## src/shared/condition_and_link_status_bank_defs.vh

```
`ifndef CONDITION_AND_LINK_STATUS_BANK_DEFS_VH
`define CONDITION_AND_LINK_STATUS_BANK_DEFS_VH

// address layout: parameter offset in the upper bits, sub-index in the low byte
`define ADDR_W              24
`define ADDR_PARAM_MSB      23
`define ADDR_PARAM_LSB      8
`define ADDR_INDEX_MSB      7
`define ADDR_INDEX_LSB      0

`define PARAM_CONDITION     16'h0092
`define PARAM_LINK_STATUS   16'h001F

`define EJECTOR_COUNT       16
`define CONTROL_UNIT_INDEX  8'h10
`define LINK_MASTER_COUNT   2
`define LINK_PORT_COUNT     4

`define EJ_VALVE_PROTECT    0
`define EJ_EVAC_TIME_OVER   1
`define EJ_LEAK_RATE_OVER   2
`define EJ_THRESHOLD_MISSED 3
`define EJ_FREE_FLOW_HIGH   4
`define EJ_MANUAL_MODE      5
`define EJ_FLAG_COUNT       6

`define UNIT_PRIMARY_LIMIT    0
`define UNIT_SECONDARY_LIMIT  1
`define UNIT_PRESSURE_LIMIT   2
`define UNIT_EJECTOR_WARNING  3
`define UNIT_FLAG_COUNT       4

`define STATUS_RESET        8'h00

// pressure window in mbar: 3.5 bar and 5 bar
`define PRESSURE_LOW_MBAR   16'h0DAC
`define PRESSURE_HIGH_MBAR  16'h1388

// consecutive out-of-window samples before the pressure flag rises
`define PRESSURE_FILTER     4

`endif

```

## src/logic/condition_and_link_status_bank.v

```verilog
// How it works
// - sixteen read-only ejector condition bytes, zero reset
// - bits 0-2: valve protection, evacuation, leakage
// - bits 3-5: threshold missed, free flow, manual
// - control unit byte at index 16, process data
// - bits 0-1: primary and secondary voltage limits
// - bit 2 pressure window, bit 3 ejector warning
// - two communication bytes, one per link master
// - bits 0-3 show connection on ports one-four
`timescale 1ns/100ps
`include "condition_and_link_status_bank_defs.vh"

module condition_and_link_status_bank #(
  parameter EJECTORS       = `EJECTOR_COUNT,
  parameter PRESSURE_SAMPS = `PRESSURE_FILTER
) (
  input  wire                    clock,
  input  wire                    rst,
  input  wire [`ADDR_W-1:0]      addr,
  input  wire [7:0]              wdata,
  input  wire                    wr,
  input  wire                    rd,
  output reg  [7:0]              rdata_q,
  output reg                     access_error_q,
  input  wire [EJECTORS-1:0]     valve_protect,
  input  wire [EJECTORS-1:0]     evac_time_over,
  input  wire [EJECTORS-1:0]     leak_rate_over,
  input  wire [EJECTORS-1:0]     suction_cycle_start,
  input  wire [EJECTORS-1:0]     suction_cycle_end,
  input  wire [EJECTORS-1:0]     upper_vacuum_threshold_reached,
  input  wire [EJECTORS-1:0]     free_flow_vacuum_high,
  input  wire [EJECTORS-1:0]     manual_mode,
  input  wire                    primary_voltage_limit,
  input  wire                    secondary_voltage_limit,
  input  wire [15:0]             supply_pressure_mbar,
  input  wire                    supply_pressure_valid,
  input  wire [1:0]              link_port_one,
  input  wire [1:0]              link_port_two,
  input  wire [1:0]              link_port_three,
  input  wire [1:0]              link_port_four,
  output reg  [7:0]              control_unit_process_data_q
);

  // one-hot read selection
  localparam SEL_NONE = 4'b0001;
  localparam SEL_EJ   = 4'b0010;
  localparam SEL_UNIT = 4'b0100;
  localparam SEL_LINK = 4'b1000;

  // per-ejector condition storage and its warning summary
  reg  [7:0]          ejector_health_flags_q [0:EJECTORS-1];
  wire [EJECTORS-1:0] ejector_warning;
  reg                 any_warning;

  // control unit byte; the cyclic copy is a second flop fed by the same value
  reg  [7:0]          control_unit_q;
  reg  [7:0]          control_unit_d;

  // one status byte per link master
  reg  [7:0]          link_status_q [0:`LINK_MASTER_COUNT-1];

  // supply pressure filter
  reg  [3:0]          pressure_run_q;
  reg  [3:0]          pressure_run_d;
  reg                 pressure_flag_q;
  reg                 pressure_flag_d;
  wire                pressure_out;
  wire [3:0]          pressure_last;

  // host read path
  wire [15:0]         param_field;
  wire [7:0]          index_field;
  wire [7:0]          ejector_read;
  wire [7:0]          link_read;
  reg  [3:0]          read_sel;
  reg  [7:0]          read_value;
  reg  [7:0]          rdata_d;
  reg                 access_error_d;

  assign param_field  = addr[`ADDR_PARAM_MSB:`ADDR_PARAM_LSB];
  assign index_field  = addr[`ADDR_INDEX_MSB:`ADDR_INDEX_LSB];
  assign ejector_read = ejector_health_flags_q[index_field[3:0]];
  assign link_read    = link_status_q[index_field[0]];

  // indices past the end of a table read zero and raise the error flag
  function [3:0] decode;
    input [15:0] param;
    input [7:0]  index;
    reg          is_condition;
    reg          is_link;
    begin
      is_condition = (param == `PARAM_CONDITION);
      is_link      = (param == `PARAM_LINK_STATUS);
      if (is_condition && index < EJECTORS) begin
        decode = SEL_EJ;
      end else if (is_condition && index == `CONTROL_UNIT_INDEX) begin
        decode = SEL_UNIT;
      end else if (is_link && index < `LINK_MASTER_COUNT) begin
        decode = SEL_LINK;
      end else begin
        decode = SEL_NONE;
      end
    end
  endfunction

  // both window edges themselves count as inside the window
  function outside_window;
    input [15:0] mbar;
    begin
      outside_window = (mbar < `PRESSURE_LOW_MBAR) | (mbar > `PRESSURE_HIGH_MBAR);
    end
  endfunction

  // port one lands in bit 0; the upper nibble is never driven
  function [7:0] pack_ports;
    input [3:0] ports;
    begin
      pack_ports = {4'h0, ports};
    end
  endfunction

  genvar i;
  generate
    for (i = 0; i < EJECTORS; i = i + 1) begin : g_ejector
      reg  [7:0] flags_d;
      reg        missed_d;
      reg        seen_d;
      reg        seen_q;

      // remembers whether the threshold was touched anywhere in the cycle
      always @* begin
        seen_d = seen_q;
        if (suction_cycle_start[i] | suction_cycle_end[i]) begin
          seen_d = suction_cycle_start[i] & upper_vacuum_threshold_reached[i];
        end else if (upper_vacuum_threshold_reached[i]) begin
          seen_d = 1'b1;
        end
      end

      // a miss found at cycle end wins over a new cycle starting in the same clock;
      // between cycles the last verdict stays readable
      always @* begin
        missed_d = ejector_health_flags_q[i][`EJ_THRESHOLD_MISSED];
        if (suction_cycle_end[i]) begin
          missed_d = ~(seen_q | upper_vacuum_threshold_reached[i]);
        end else if (suction_cycle_start[i]) begin
          missed_d = 1'b0;
        end
      end

      // evacuation and leakage limits are judged upstream; here they are held as levels
      always @* begin
        flags_d                       = `STATUS_RESET;
        flags_d[`EJ_VALVE_PROTECT]    = valve_protect[i];
        flags_d[`EJ_EVAC_TIME_OVER]   = evac_time_over[i];
        flags_d[`EJ_LEAK_RATE_OVER]   = leak_rate_over[i];
        flags_d[`EJ_THRESHOLD_MISSED] = missed_d;
        flags_d[`EJ_FREE_FLOW_HIGH]   = free_flow_vacuum_high[i];
        flags_d[`EJ_MANUAL_MODE]      = manual_mode[i];
      end

      // upper bits are zero in flags_d, so reset and run agree on them
      always @(posedge clock) begin
        if (rst) begin
          ejector_health_flags_q[i] <= `STATUS_RESET;
          seen_q                    <= 1'b0;
        end else begin
          ejector_health_flags_q[i] <= flags_d;
          seen_q                    <= seen_d;
        end
      end

      // valve protection and manual mode count as warnings too
      assign ejector_warning[i] = |ejector_health_flags_q[i];
    end
  endgenerate

  // a single noisy sample must not flag the supply; a few in a row are needed
  assign pressure_out  = supply_pressure_valid &
                         outside_window(supply_pressure_mbar);
  assign pressure_last = PRESSURE_SAMPS[3:0] - 4'h1;

  // invalid samples leave both the run count and the flag where they were
  always @* begin
    pressure_run_d  = pressure_run_q;
    pressure_flag_d = pressure_flag_q;
    if (!supply_pressure_valid) begin
      pressure_run_d  = pressure_run_q;
    end else if (!pressure_out) begin
      pressure_run_d  = 4'h0;
      pressure_flag_d = 1'b0;
    end else if (pressure_run_q < pressure_last) begin
      pressure_run_d  = pressure_run_q + 4'h1;
    end else begin
      pressure_flag_d = 1'b1;
    end
  end

  // the run count stops at its last step, so a long excursion cannot wrap
  always @(posedge clock) begin
    if (rst) begin
      pressure_run_q  <= 4'h0;
      pressure_flag_q <= 1'b0;
    end else begin
      pressure_run_q  <= pressure_run_d;
      pressure_flag_q <= pressure_flag_d;
    end
  end

  // one pending bit anywhere is enough to raise the summary
  always @* begin
    any_warning = |ejector_warning;
  end

  // bits 7:4 stay zero; only four conditions are reported
  always @* begin
    control_unit_d = `STATUS_RESET;
    control_unit_d[`UNIT_PRIMARY_LIMIT]   = primary_voltage_limit;
    control_unit_d[`UNIT_SECONDARY_LIMIT] = secondary_voltage_limit;
    control_unit_d[`UNIT_PRESSURE_LIMIT]  = pressure_flag_q;
    control_unit_d[`UNIT_EJECTOR_WARNING] = any_warning;
  end

  // the cyclic copy takes the same value, so both views never disagree
  always @(posedge clock) begin
    if (rst) begin
      control_unit_q              <= `STATUS_RESET;
      control_unit_process_data_q <= `STATUS_RESET;
    end else begin
      control_unit_q              <= control_unit_d;
      control_unit_process_data_q <= control_unit_d;
    end
  end

  // master m owns bit m of every port pair
  genvar m;
  generate
    for (m = 0; m < `LINK_MASTER_COUNT; m = m + 1) begin : g_master
      wire [7:0] link_d;

      assign link_d = pack_ports({link_port_four[m], link_port_three[m],
                                  link_port_two[m], link_port_one[m]});

      always @(posedge clock) begin
        if (rst) begin
          link_status_q[m] <= `STATUS_RESET;
        end else begin
          link_status_q[m] <= link_d;
        end
      end
    end
  endgenerate

  // unselected tables read as zero so a stray read leaks nothing
  always @* begin
    read_sel   = decode(param_field, index_field);
    read_value = `STATUS_RESET;
    case (read_sel)
      SEL_EJ: begin
        read_value = ejector_read;
      end
      SEL_UNIT: begin
        read_value = control_unit_q;
      end
      SEL_LINK: begin
        read_value = link_read;
      end
      SEL_NONE: begin
        read_value = `STATUS_RESET;
      end
      default: begin
        read_value = `STATUS_RESET;
      end
    endcase
  end

  // a write never reaches storage; it only answers with the error pulse
  always @* begin
    rdata_d        = `STATUS_RESET;
    access_error_d = wr;
    if (rd) begin
      rdata_d = read_value;
      if (read_sel == SEL_NONE) begin
        access_error_d = 1'b1;
      end
    end
  end

  // read data stand for exactly one cycle, straight from flops
  always @(posedge clock) begin
    if (rst) begin
      rdata_q        <= `STATUS_RESET;
      access_error_q <= 1'b0;
    end else begin
      rdata_q        <= rdata_d;
      access_error_q <= access_error_d;
    end
  end

endmodule // condition_and_link_status_bank

```

## config.mk

```make
export PLATFORM = sky130hd
export DESIGN_NAME = condition_and_link_status_bank
export DESIGN_NICKNAME = d
export VERILOG_FILES = /design/src/logic/condition_and_link_status_bank.v
export VERILOG_INCLUDE_DIRS = /design/src /design/src/shared
export SDC_FILE = /design/constraint.sdc
export NUM_CORES = 1
export LEC_CHECK = 0
export BUFFER_PORTS_ARGS = -buffer_cell sky130_fd_sc_hd__buf_2
export CORE_MARGIN = 2
export CORE_UTILIZATION = 45
export CTS_CLUSTER_DIAMETER = 60
export DETAILED_ROUTE_END_ITERATION = 7
export GPL_ROUTABILITY_DRIVEN = 0
export GPL_TIMING_DRIVEN = 0
export PLACE_DENSITY = 0.75
export SLEW_MARGIN = 10
export SYNTH_ARGS = -nofsm -noshare
export SYNTH_HDL_FRONTEND = slang
export SYNTH_SLANG_ARGS = --single-unit
```

## constraint.sdc

```tcl
create_clock -name clock -period 2.4 [get_ports clock]
set_input_delay 0.48 -clock clock [delete_from_list [all_inputs] [get_ports clock]]
set_output_delay 0.48 -clock clock [all_outputs]
set_load 0.01 [all_outputs]
```

* Word-level counts from Yosys, hierarchy flattened
Memories as Yosys holds them, arrays and structs flattened.
Index checks and enable logic that the tools add are counted.
** Word-level totals
- Flip-flop bits (word level) :: 38
- Memory bits (writable) :: 104
- Bits of input ports :: 191
- Output and inout bits :: 17
- Memories :: 2
** Cells by class
- Add/sub/neg operators :: 1
- $lt $le $gt $ge :: 5
- Equality and inequality tests :: 9
- Multiplexer cells :: 95
- Bitwise operators :: 85
- Reductions and logical operators :: 23
** Memories
- ejector_health_flags_q :: depth 16, bits a word 6, rd ports 17, clocked after memory_dff 0, write ports 16, line condition_and_link_status_bank.v:51 : reg [7:0] ejector_health_flags_q [0:EJECTORS-1];
- link_status_q :: depth 2, bits a word 4, rd ports 1, clocked after memory_dff 0, write ports 2, line condition_and_link_status_bank.v:60 : reg [7:0] link_status_q [0:`LINK_MASTER_COUNT-1];
** Operators with widths (count)
- $reduce_or 128->1 :: 1
- $mux 6 :: 16
- $mux 1 :: 71
- $or 1x1->1 :: 51
- $reduce_bool 2->1 :: 16
- $mux 4 :: 7
- $pmux 8 s3 :: 1
- $and 1x1->1 :: 17
- $not 1->1 :: 17
- $eq 16x5->1 const B :: 1
- $eq 16x8->1 const B :: 1
- $gt 16x13->1 const B :: 1
- $lt 16x12->1 const B :: 1
- $eq 8x5->1 const B :: 1
- $lt 8x2->1 const B :: 1
- $lt 8x5->1 const B :: 1
- $add 4x1->4 const B :: 1
- $eq 4x1->1 const B :: 1
- $eq 4x2->1 const B :: 1
- $eq 4x3->1 const B :: 1
- $eq 4x4->1 const B :: 1
- $lt 4x2->1 const B :: 1
- $reduce_and 2->1 :: 2
- $logic_and 1x1->1 :: 3
- 3 further kinds :: 3

* Logic depth before layout (Yosys ltp)
- Word-level depth :: 8
- Gate-level depth with buffers :: 8
- Mapped depth without buffers :: 5

* Least setup slack after synthesis
OpenSTA, ideal clock, no wires.
- Path type :: input-to-reg
- From :: input port addr[0]
- To :: register rdata_q[5]
- Arrival :: 1.821 ns
- Data required time :: 2.285 ns
- Slack :: 0.464 ns
- Cell stages on the path :: 5
- Path through :: buf_6 buf_12 mux4_2 mux4_2 and3_1
** Between the ends
- Word-level cells in the longest chain between the ends :: 7
- Elaborated cells between the ends (all ways) :: 14
- Those cells by class :: order compare: 2; eq/ne: 4; mux: 4; reduce/logical: 3; memory: 1
** RTL lines
- from (decl) :: line condition_and_link_status_bank.v:19 : input wire [`ADDR_W-1:0] addr,
- $lt 8x2->1 (no source line)
- $logic_and 1x1->1 (no source line)
- $mux 4 :: line condition_and_link_status_bank.v:98 : end else if (is_link && index < `LINK_MASTER_COUNT) begin
- $mux 4 :: line condition_and_link_status_bank.v:96 : end else if (is_condition && index == `CONTROL_UNIT_INDEX) begin
- $mux 4 :: line condition_and_link_status_bank.v:94 : if (is_condition && index < EJECTORS) begin
- $eq 4x4->1 (tied with other cells) :: line condition_and_link_status_bank.v:258 : case (read_sel)
- $pmux 8 s3 * :: line condition_and_link_status_bank.v:258
- to (signal assigned) :: line condition_and_link_status_bank.v:292 : rdata_q <= `STATUS_RESET;
- to (signal assigned) :: line condition_and_link_status_bank.v:295 : rdata_q <= rdata_d;
- to (decl) :: line condition_and_link_status_bank.v:23 : output reg [7:0] rdata_q,
Every way passes the cells marked *; elsewhere a longest branch is shown, timed or not.
A chain may end at the register's enable or synchronous reset.

* Worst setup path after layout
- From :: input port addr[2]
- To :: register rdata_q[1]
The elaborated chain is that of the path after synthesis.

==> metrics <==
outcome=completed; Slew Limit Headroom=42.1%; Yosys reg bits=136; die width=113 um; initial DRC count=217; global route overflow=0; CP endpoint kind=flop; hold crit path type=in -> reg; final hold violations=0; post-synth top area cell=dfxtp_1; R2R setup slack=660 ps; Multi-input gate area=0.00245 mm2; R2R Path End=control_unit_q[3]$_SDFF_PP0_; WL per Instance=17.1 um; VDD IR-drop max=0.000470 V; Root Driver=clkbuf_16; Antenna diodes=0; routed vias/inst=5.28; Slowest cell on crit path=nor3_1; Syn Inst Count=505; synthesized area=0.00539 mm2; DR vias=4617; core footprint=0.0116 mm2; commonest non-fill, non-tap cell in the layout=buf_2; delay-heaviest family, CP=simple AND/OR/NAND/NOR gates; Synth top area share=50.5%; RSZ-0062 raised after global routing=no; hold path start=primary_voltage_limit; average size of a mapped cell=10.7 um2; nets@finish=911; crit share post-route=83.9%; Initial Util=46.6%; CP max FO=10; Pins Over Slew Limit=0; DR DRC count=0; most frequent cells in the layout=193 x buf_2, 136 x dfxtp_1, 93 x nor2b_1, 39 x a21oi_1, 34 x nor2_1; setup bufs post-CTS=0; Final min period=2010 ps; Buffers & Inverters on Critical Path=1; CTS tree=built; crit path launch=addr[2]; sequential cell area=0.00272 mm2; die area=0.0129 mm2; post-route cell area=0.00719 mm2; TritonCTS Buffers=17; Synthesis Warnings=0; CTS max path bufs=2; Fmax=496 MHz; worst-path cell chain=buf_2 -> nor3_2 -> nand4_1 -> nor3_1 -> o31ai_1 -> a21oi_1; Pwr per Cell Area=810 mW/mm2; fillcell total=928; chip height=113 um; Pleak=3.18 nW; Critical Path Source Type=primary input; Cell Rows=39; # setup viols final=0; Worst Setup EP=rdata_q[1]$_SDFF_PP0_; Post-Route WL=14900 um; CTS Hold Bufs=0; Synth-to-Final Area Change=33.4%; setup TNS=0 ps; crit-path max cell delay=590 ps; H-tree Lvls=4; Hold WS=271 ps; largest net degree at the start of global routing=17; reg-to-reg critical path startpoint=ejector_health_flags_q[9][0]$_SDFF_PP0_; first-pass GRT wire length=23200 um; hpwl dp=11400 um; Netlist cell types=42; clock transition at the registers of the reported paths=60 ps; DR pass1 iterations=5; gr usage total=23.6%; IO Count=208; number of global-route vias before repair=4715; Final Skew=19.1 ps; largest cells by area after synthesis=dfxtp_1 51%, nor2b_1 11%, mux4_2 5.0%; placed cell area=0.00654 mm2; Slew @ Worst Pin=861 ps; reg2reg path depth=4; port bufs=190; clock sink count=136; initial antenna violation count=0; share of cells above drive strength 1=34.7%; Crit path required time=2740 ps; clock latency at the later pin of the worst-skew pair=410 ps; Crit. path cell count=6; Routed Antenna Nets=0; post-CTS sizing=0; post-synthesis sequential area ratio=50.5%; max-cap viol count=0; CP Data Arrival Time=2360 ps; Setup CP Type=in -> reg
==> synthesized netlist by cell type <==
cell         n
mux2i_1      9
clkbuf_1    15
a21o_1       2
buf_12       1
nor4_1      29
o21ai_2      1
or4b_1       2
mux4_2      12
or3_1        1
inv_1       18
xnor2_1      1
ha_1         1
nor3_1       6
nand4b_1     1
buf_4        7
nand4_1      8
buf_2        3
a221oi_1     4
a21oi_1     39
a211oi_1    16
nor2b_1     93
nand3_1      5
mux2_2       4
nor3b_1     24
o211ai_1     1
nor3_2       1
nand2b_1     1
conb_1       1
nor2_1      34
o22a_1       4
buf_6        2
nand2_1      1
nand3b_1     1
a22oi_1      4
and3b_1      1
a31oi_1      1
o31ai_1      1
or4b_2       1
and3_1       2
dfxtp_1    136
mux4_1      10
a2111oi_0    1
==> registers in the layout, summed over array words and instances, names as in the netlist <==
signal and flops:
ejector_health_flags_q 96, control_unit_q 4, access_error_q 1, link_status_q 8
rdata_q 6, g_ejector.seen_q 16, pressure_run_q 4, pressure_flag_q 1
==> how the worst min path moves through the flow <==
| stage | end | slack [ps] | cells after the start |
|---|---|---|---|
| global placement | pressure_run_q[3]$_SDFFE_PP0P_ | 460 | 1 |
| finish | control_unit_q[0]$_SDFF_PP0_ | 270 | 2 |
| global route | control_unit_q[0]$_SDFF_PP0_ | 260 | 2 |
| floorplan | control_unit_q[2]$_SDFF_PP0_ | 440 | 1 |
| CTS | control_unit_q[0]$_SDFF_PP0_ | 270 | 2 |
| detailed placement | pressure_run_q[3]$_SDFFE_PP0P_ | 460 | 1 |
==> cell families (layout without fill, tap and decap cells) <==
group | Yosys count | after routing | synth area share (%)
buf+inv | 46 | 268 | 4.34
compound gates | 74 | 74 | 8.71
fa+ha+maj | 1 | 1 | 0.232
flops | 136 | 136 | 50.5
mux | 35 | 35 | 12.4
xor+xnor | 1 | 1 | 0.163
other cells | 1 | 6 | 0.0696
simple gates | 211 | 211 | 23.6
==> layer usage <==
layer	up-vias	part of all wire [%]	track usage, %
li1	2251	-	-
met1	2156	42	28.5
met2	188	50	41.2
met3	22	5.8	4.99
met4	0	2.3	9.19
met5	-	0	0
==> final cells by class <==
class | count | share of cell area, %
Sequential cell | 136 | 37.9
Multi-Input combinational cell | 328 | 34.1
Timing Repair Buffer | 190 | 13.2
Clock buffer | 17 | 5.92
Clock inverter | 15 | 3.12
Tap cell | 143 | 2.49
Buffer | 28 | 2.32
Inverter | 18 | 0.940
==> metrics by stage <==
| stage | worst slack [ps] | power (mW) | instances | util [%] |
|---|---|---|---|---|
| after detailed placement | 44.8 | 3.04 | 843 | 56.5 |
| after CTS | 470 | 5.84 | 875 | 62.1 |
| after global routing | 252 | 6.03 | 875 | 62.1 |
| after floorplan | 464 | 2.77 | 510 | - |
| after global placement | 48.2 | 3.01 | 843 | 56.5 |
| final | 385 | 5.82 | 875 | 62.1 |
==> worst reg2reg max path: stages (launching register included) <==
cell and delay (ps):
dfxtp_1 310, nor4_1 360, nand4_1 210, nor4_1 600
a21oi_1 130
==> where the power goes <==
part           internal (mW)  switching [mW]
combinational          0.298           0.250
clock                   1.85           0.977
sequential              2.38          0.0706
Note: power is estimated with default switching activity, not from simulation.
